`config.mk`:
```
export PLATFORM = sky130hd
export DESIGN_NAME = target_pin_test_driver
export DESIGN_NICKNAME = d
export VERILOG_FILES = /design/src/pin_test_pkg.sv /design/src/target_pin_test_driver.sv
export SDC_FILE = /design/constraint.sdc
export NUM_CORES = 1
export LEC_CHECK = 0
export BUFFER_PORTS_ARGS = -buffer_cell sky130_fd_sc_hd__buf_4
export CAP_MARGIN = 15
export CORE_MARGIN = 2
export CORE_UTILIZATION = 42
export CTS_CLUSTER_SIZE = 25
export DETAILED_ROUTE_END_ITERATION = 10
export PLACE_DENSITY = 0.66
export SYNTH_ARGS = -nofsm -noshare
export SYNTH_HDL_FRONTEND = slang
export SYNTH_SLANG_ARGS = --single-unit
export TNS_END_PERCENT = 20
```
`constraint.sdc`:
```
create_clock -name clk_i -period 2.2 [get_ports clk_i]
set_input_delay 0.33 -clock clk_i [delete_from_list [all_inputs] [get_ports clk_i]]
set_output_delay 0.33 -clock clk_i [all_outputs]
set_load 0.01 [all_outputs]
```
`src/pin_test_pkg.sv`:
```
// Package with register map, control word layout, codes and pin types of the pin test driver.
package pin_test_pkg;

    // Register byte offsets on the Wishbone slave.
    localparam logic [3:0] ctrl_off     = 4'h0;
    localparam logic [3:0] result_off   = 4'h4;
    localparam logic [3:0] irq_stat_off = 4'h8;
    localparam logic [3:0] irq_mask_off = 4'hc;

    // Pin control word field positions.
    localparam int sel_lsb      = 0;
    localparam int sel_width    = 3;
    localparam int data_bit     = 3;
    localparam int tck_bit      = 4;
    localparam int tms_bit      = 5;
    localparam int test_lvl_bit = 6;
    localparam int fuse_lvl_bit = 7;
    localparam int supply_bit   = 8;
    localparam int fuse_vpp_bit = 9;
    localparam int test_vpp_bit = 10;
    localparam int end_bit      = 15;

    localparam logic [15:0] reserved_mask = 16'h7800;
    localparam logic [15:0] end_of_check  = 16'h8000;
    localparam logic [15:0] ctrl_reset    = 16'h0000;

    // Result register field positions.
    localparam int result_lsb = 0;
    localparam int error_lsb  = 8;
    localparam int busy_bit   = 16;

    // General error codes.
    localparam logic [7:0] err_none       = 8'h00;
    localparam logic [7:0] err_image      = 8'h01;
    localparam logic [7:0] err_no_params  = 8'h0b;
    localparam logic [7:0] err_no_voltage = 8'h10;

    // Interrupt status and mask bit positions.
    localparam int irq_word_bit = 0;
    localparam int irq_end_bit  = 1;
    localparam int irq_done_bit = 2;
    localparam int irq_width    = 3;

    typedef struct packed {
        logic [7:0] target_data_line;
        logic       fuse_level;
        logic       fuse_vpp;
        logic       test_level;
        logic       test_vpp;
        logic       tck;
        logic       tms;
        logic       target_supply_output;
    } pins_type;

    localparam pins_type pins_reset = '0;

endpackage

```
`src/target_pin_test_driver.sv`:
```
// Pin test driver: control word to static connector levels, results and interrupt.
//
// Our own choices: the Wishbone slave port and the address map.
`timescale 1ns/1ps

// Functional notes
// - Word bits 2:0 pick one of eight target data channels, code 0 is channel 1.
// - Bit 0x0008 drives selected data line and shared data/fuse pin high; without it all data lines are low.
// - Bit 0x0010 sets TCK level.
// - Bit 0x0020 sets TMS level.
// - Bit 0x0040 sets test/fuse pin logic level.
// - Bit 0x0080 sets shared data/fuse pin logic level.
// - Bit 0x0100 switches the target supply output.
// - Bit 0x0200 puts fuse voltage on shared pin, overriding its logic level.
// - Bit 0x0400 puts fuse voltage on the test/fuse pin.
// - Pin levels hold unchanged until a new control word arrives.
// - End-of-check code returns all pins to initial state and clears control word and results; interrupt mask is kept.
// - Result byte has one success bit per channel, channel one in the LSB.
// - General error code reports 0, 1, 11 or 16.
// - Busy reads 1 during gang programming, 0 after, then results are readable.
// - Pins not selected or enabled stay at zero volts.
module target_pin_test_driver (
    input  wire logic                   clk_i,
    input  wire logic                   rst_i,
    input  wire logic                   wb_cyc_i,
    input  wire logic                   wb_stb_i,
    input  wire logic                   wb_we_i,
    input  wire logic [3:0]             wb_adr_i,
    input  wire logic [3:0]             wb_sel_i,
    input  wire logic [31:0]            wb_dat_i,
    output logic      [31:0]            wb_dat_o,
    output logic                        wb_ack_o,
    input  wire logic                   gang_busy_i,
    input  wire logic [7:0]             channel_ok_i,
    input  wire logic [7:0]             error_code_i,
    output pin_test_pkg::pins_type      pins_o,
    output logic                        irq_o
);

    logic                              ack_q, ack_d;
    logic [31:0]                       rdata_q, rdata_d;
    logic [15:0]                       word_q, word_d;
    pin_test_pkg::pins_type            pins_q, pins_d;
    logic [7:0]                        result_q, result_d;
    logic [7:0]                        error_q, error_d;
    logic                              busy_q, busy_d;
    logic [pin_test_pkg::irq_width-1:0] stat_q, stat_d;
    logic [pin_test_pkg::irq_width-1:0] mask_q, mask_d;
    logic [pin_test_pkg::irq_width-1:0] events;
    logic                              req, wr, rd;
    logic                              word_wr, end_cmd, gang_done;
    logic [15:0]                       new_word;

    // Decodes a control word into connector levels.
    function automatic pin_test_pkg::pins_type decode(input logic [15:0] w);
        pin_test_pkg::pins_type p;
        logic [2:0]             sel;
        p = pin_test_pkg::pins_reset;
        sel = w[pin_test_pkg::sel_lsb +: pin_test_pkg::sel_width];
        if (w[pin_test_pkg::data_bit]) begin
            p.target_data_line = 8'h01 << sel;
        end
        p.fuse_vpp = w[pin_test_pkg::fuse_vpp_bit];
        // Fuse voltage on the shared pin takes it away from logic drive.
        p.fuse_level = ~w[pin_test_pkg::fuse_vpp_bit]
            & (w[pin_test_pkg::data_bit] | w[pin_test_pkg::fuse_lvl_bit]);
        p.tck = w[pin_test_pkg::tck_bit];
        p.tms = w[pin_test_pkg::tms_bit];
        p.test_level = w[pin_test_pkg::test_lvl_bit];
        p.target_supply_output = w[pin_test_pkg::supply_bit];
        p.test_vpp = w[pin_test_pkg::test_vpp_bit];
        return p;
    endfunction

    // Wishbone classic slave: one wait state, ack for one cycle.
    always_comb begin
        req = wb_cyc_i & wb_stb_i & ~ack_q;
        wr  = req & wb_we_i;
        rd  = req & ~wb_we_i;
        ack_d = req;
        rdata_d = rdata_q;
        if (rd) begin
            case (wb_adr_i)
                pin_test_pkg::ctrl_off: begin
                    rdata_d = {16'h0000, word_q};
                end
                pin_test_pkg::result_off: begin
                    rdata_d = {15'h0000, busy_q, error_q, result_q};
                end
                pin_test_pkg::irq_stat_off: begin
                    rdata_d = {29'h0, stat_q};
                end
                pin_test_pkg::irq_mask_off: begin
                    rdata_d = {29'h0, mask_q};
                end
                default: begin
                    rdata_d = 32'h0000_0000;
                end
            endcase
        end
    end

    always_ff @(posedge clk_i) begin
        if (rst_i) begin
            ack_q   <= 1'b0;
            rdata_q <= 32'h0000_0000;
        end else begin
            ack_q   <= ack_d;
            rdata_q <= rdata_d;
        end
    end

    assign wb_ack_o = ack_q;
    assign wb_dat_o = rdata_q;

    // Control word and connector pins.
    always_comb begin
        new_word = word_q;
        if (wb_sel_i[0]) begin
            new_word[7:0] = wb_dat_i[7:0];
        end
        if (wb_sel_i[1]) begin
            new_word[15:8] = wb_dat_i[15:8];
        end
        word_wr = wr && (wb_adr_i == pin_test_pkg::ctrl_off) && (wb_sel_i[1:0] != 2'b00);
        end_cmd = word_wr && new_word[pin_test_pkg::end_bit];
        word_d = word_q;
        pins_d = pins_q;
        if (end_cmd) begin
            word_d = pin_test_pkg::ctrl_reset;
            pins_d = pin_test_pkg::pins_reset;
        end else if (word_wr) begin
            word_d = new_word;
            pins_d = decode(new_word);
        end
    end

    always_ff @(posedge clk_i) begin
        if (rst_i) begin
            word_q <= pin_test_pkg::ctrl_reset;
            pins_q <= pin_test_pkg::pins_reset;
        end else begin
            word_q <= word_d;
            pins_q <= pins_d;
        end
    end

    assign pins_o = pins_q;

    // Gang programming status; results are captured when busy falls.
    always_comb begin
        busy_d    = gang_busy_i;
        gang_done = busy_q & ~gang_busy_i;
        result_d  = result_q;
        error_d   = error_q;
        // End-of-check wins over a capture in the same cycle: the session is torn down.
        if (end_cmd) begin
            result_d = 8'h00;
            error_d  = pin_test_pkg::err_none;
        end else if (gang_done) begin
            result_d = channel_ok_i;
            error_d  = error_code_i;
        end
    end

    always_ff @(posedge clk_i) begin
        if (rst_i) begin
            busy_q   <= 1'b0;
            result_q <= 8'h00;
            error_q  <= pin_test_pkg::err_none;
        end else begin
            busy_q   <= busy_d;
            result_q <= result_d;
            error_q  <= error_d;
        end
    end

    // Interrupts: sticky status, cleared by reading it; a new event wins over the clear.
    always_comb begin
        events = '0;
        events[pin_test_pkg::irq_word_bit] = word_wr & ~end_cmd;
        events[pin_test_pkg::irq_end_bit]  = end_cmd;
        events[pin_test_pkg::irq_done_bit] = gang_done;
        stat_d = stat_q;
        if (rd && (wb_adr_i == pin_test_pkg::irq_stat_off)) begin
            stat_d = '0;
        end
        stat_d = stat_d | events;
        mask_d = mask_q;
        if (wr && (wb_adr_i == pin_test_pkg::irq_mask_off) && wb_sel_i[0]) begin
            mask_d = wb_dat_i[pin_test_pkg::irq_width-1:0];
        end
    end

    always_ff @(posedge clk_i) begin
        if (rst_i) begin
            stat_q <= '0;
            mask_q <= '0;
        end else begin
            stat_q <= stat_d;
            mask_q <= mask_d;
        end
    end

    assign irq_o = |(stat_q & mask_q);
endmodule // target_pin_test_driver

```
==> results.md <==
- Vias in the first global route: 2259
- Largest stage delay on the critical path: 0.55 ns
- Area Overhead vs Synth: 25.1%
- Yosys warns: 0
- Setup TNS: 0 ns
- Initial Util: 42.9%
- Area leader, netlist: dfxtp_1
- Leak: 1.49 nW
- CTS tree: yes
- H-tree levels: 3
- Filler cell count: 625
- Worst min-delay path class: in2reg
- CP max stage cell: or4_1
- Worst Setup End Kind: flop
- Initial antenna violation count: 0
- First drt pass iteration count: 4
- WL/cell: 14.2 um
- Finished Layout Cells: 486
- DR vias/cell: 5.06
- Pins Over Slew Limit: 0
- Number of library cell types mapped by synthesis: 35
- Postcts setup bufs: 0
- Std cell rows: 30
- Clk_lat worst skew: 0.35 ns
- Hpwl dp: 5000 um
- Die Area: 0.00759 mm^2
- Share of the synthesized area in the top cell type: 45.5%
- Cell area after synthesis: 0.00290 mm^2
- Worst Path Buf+Inv: 0
- Placed cells: 470
- Remaining antenna violation count: 0
- CP arrival: 2.09 ns
- Clock skew: 0.00732 ns
- Cts repair resizes: 0
- Nets: 463
- Post-synthesis sequential area ratio: 45.5%
- Post-placement cell area: 0.00346 mm^2
- Most common cell after layout, fill and taps aside: buf_4
- Remaining global-route overflow: 0
- Avg Inst Size Synth: 8.77 um^2
- Status: finished clean
- Compound-Gate Fraction of Synth Area: 10.4%
- # setup viols final: 0
- Mux contribution to synthesized area: 14.4%
- Initial DRC count: 100
- Crit path time final: 1.81 ns
- Worst path required time: 2.48 ns
- Most frequent cells in the layout: buf_4 (88), dfxtp_1 (66), nand2_1 (45), a21oi_1 (41), nor2_1 (39)
- Worst-Margin Slew: 0.651 ns
- Share of layout cells above drive strength 1: 26.8%
- RSZ-0062 raised after global routing: false
- Die X: 87.1 um
- Peak supply drop: 0.000296 V
- Critical path class: reg2reg
- Ys flop type: dfxtp_1
- Largest net degree at the start of global routing: 33
- Maximum fanout along the worst path: 15
- Post-synthesis async set-or-reset flop share: 0%
- Clock buffer depth: 2
- Fmax: 553 MHz
- Die Height: 87.1 um
- Final Hold Viols: 0
- Syn Inst Count: 331
- Crit-path cells: nand4b_1 -> or3_4 -> or4_1 -> a21oi_1
- Total routed wirelength: 6890 um
- Largest family of logic cells by synthesized area: simple AND/OR/NAND/NOR gates
- Synth Register Bits: 66
- Place WS: 0.0919 ns
- Max Cap Viol: 0
- Crit path launch type: flop
- Xor/xnor share of the synthesized area: 0%
- Adder-cell share of the synthesized area: 0%
- Io pins: 111
- Synth Area in Simple Gates: 20.2%
- First-pass GRT wire length: 10900 um
- Pwr/cell area: 634 mW/mm^2
- Via Count: 2459
- Port-buffer cells: 77
- TritonCTS buffer count: 9
- Post-CTS Hold Buffers: 0
- Period utilization: 82.2%
- Delay-heaviest family, CP: simple AND/OR/NAND/NOR gates
- Top post-synthesis cells by area: dfxtp_1 (46%), mux2i_1 (11%), a21oi_1 (7.1%)
- DRC viols: 0
- Core box area: 0.00676 mm^2
- Gp weighted congestion: 0.776
- Ant diodes: 0
- Root buffer cell: clkbuf_8
- Num Clock Sinks: 66
- Gr usage total: 18.7%
- Final Cell Area: 0.00363 mm^2
- Number of synthesized flops with an enable pin: 0
- Slew margin rel.: 56.6%
- Final setup margin: 0.391 ns
- Clock-pin slew on the worst setup and hold paths: 0.07 ns
[synthesized netlist by cell type (5+ instances only)]
cell type / count
a21oi_1: 41
buf_2: 5
buf_4: 21
clkbuf_1: 14
dfxtp_1: 66
mux2i_1: 32
nand2_1: 45
nor2_1: 39
nor3_1: 19
[power by group]
part	total (mW)	internal, mW	switching (mW)
Clock	0.887	0.435	0.451
Sequential	1.22	1.21	0.00780
Combinational	0.198	0.0894	0.109
[worst reg2reg max path, stage by stage, from the launching register on]
cell	delay, ns
dfxtp_1	0.33
nand4b_1	0.23
or3_4	0.50
or4_1	0.55
a21oi_1	0.15
[layer usage]
layer  wire, um  part of all wire, %  GRT usage, %  vias up
met1       3350                   49          25.7     1121
met5          0                    0             0        -
met2       3040                   44          28.0       76
met3        362                  5.3          3.41       12
li1           -                    -             -     1250
met4        145                  2.1          9.65        0
[kinds of logic (layout without fill, tap and decap cells)]
kind of cell | Yosys count | after routing
compound gates | 54 | 54
mux | 37 | 37
other cells | 1 | 15
flops | 66 | 66
buf+inv | 47 | 108
simple gates | 126 | 126
[state kept, by name (all words and copies together) (netlist names)]
register and cells:
wb_dat_o 17, word_q 16, pins_o 9, error_q 8, result_q 8, mask_q 3, stat_q 3, busy_q 1
wb_ack_o 1
[final timing paths]
check / end / cells past startpoint / slack [ns] / startpoint
worst max register to register: pins_o[8] / 4 / 0.39 / wb_ack_o
worst min register to register: wb_ack_o / 1 / 0.45 / wb_ack_o
worst min-delay path: busy_q / 2 / 0.21 / gang_busy_i
worst max-delay path: pins_o[8] / 4 / 0.39 / wb_ack_o
[stage by stage]
step | power, mW | utilization (%) | hold WS, ns
2_1_floorplan | 1.36 | - | 0.432
3_3_place_gp | 1.44 | 51.3 | 0.440
3_5_place_dp | 1.44 | 51.3 | 0.445
4_1_cts | 2.32 | 53.7 | 0.201
5_1_grt | 2.39 | 53.7 | 0.215
6_report | 2.30 | 53.7 | 0.214
[final cells by class]
type,count,area (um^2),share of cell area (%)
Inverter,4,15.0,0.414
Sequential cell,66,1320,36.4
Multi-Input combinational cell,232,1370,37.7
Clock inverter,3,15.0,0.414
Timing Repair Buffer,88,661,18.2
Clock buffer,13,149,4.10
Tap cell,80,100,2.76
Note: power is estimated with default switching activity, not from simulation.
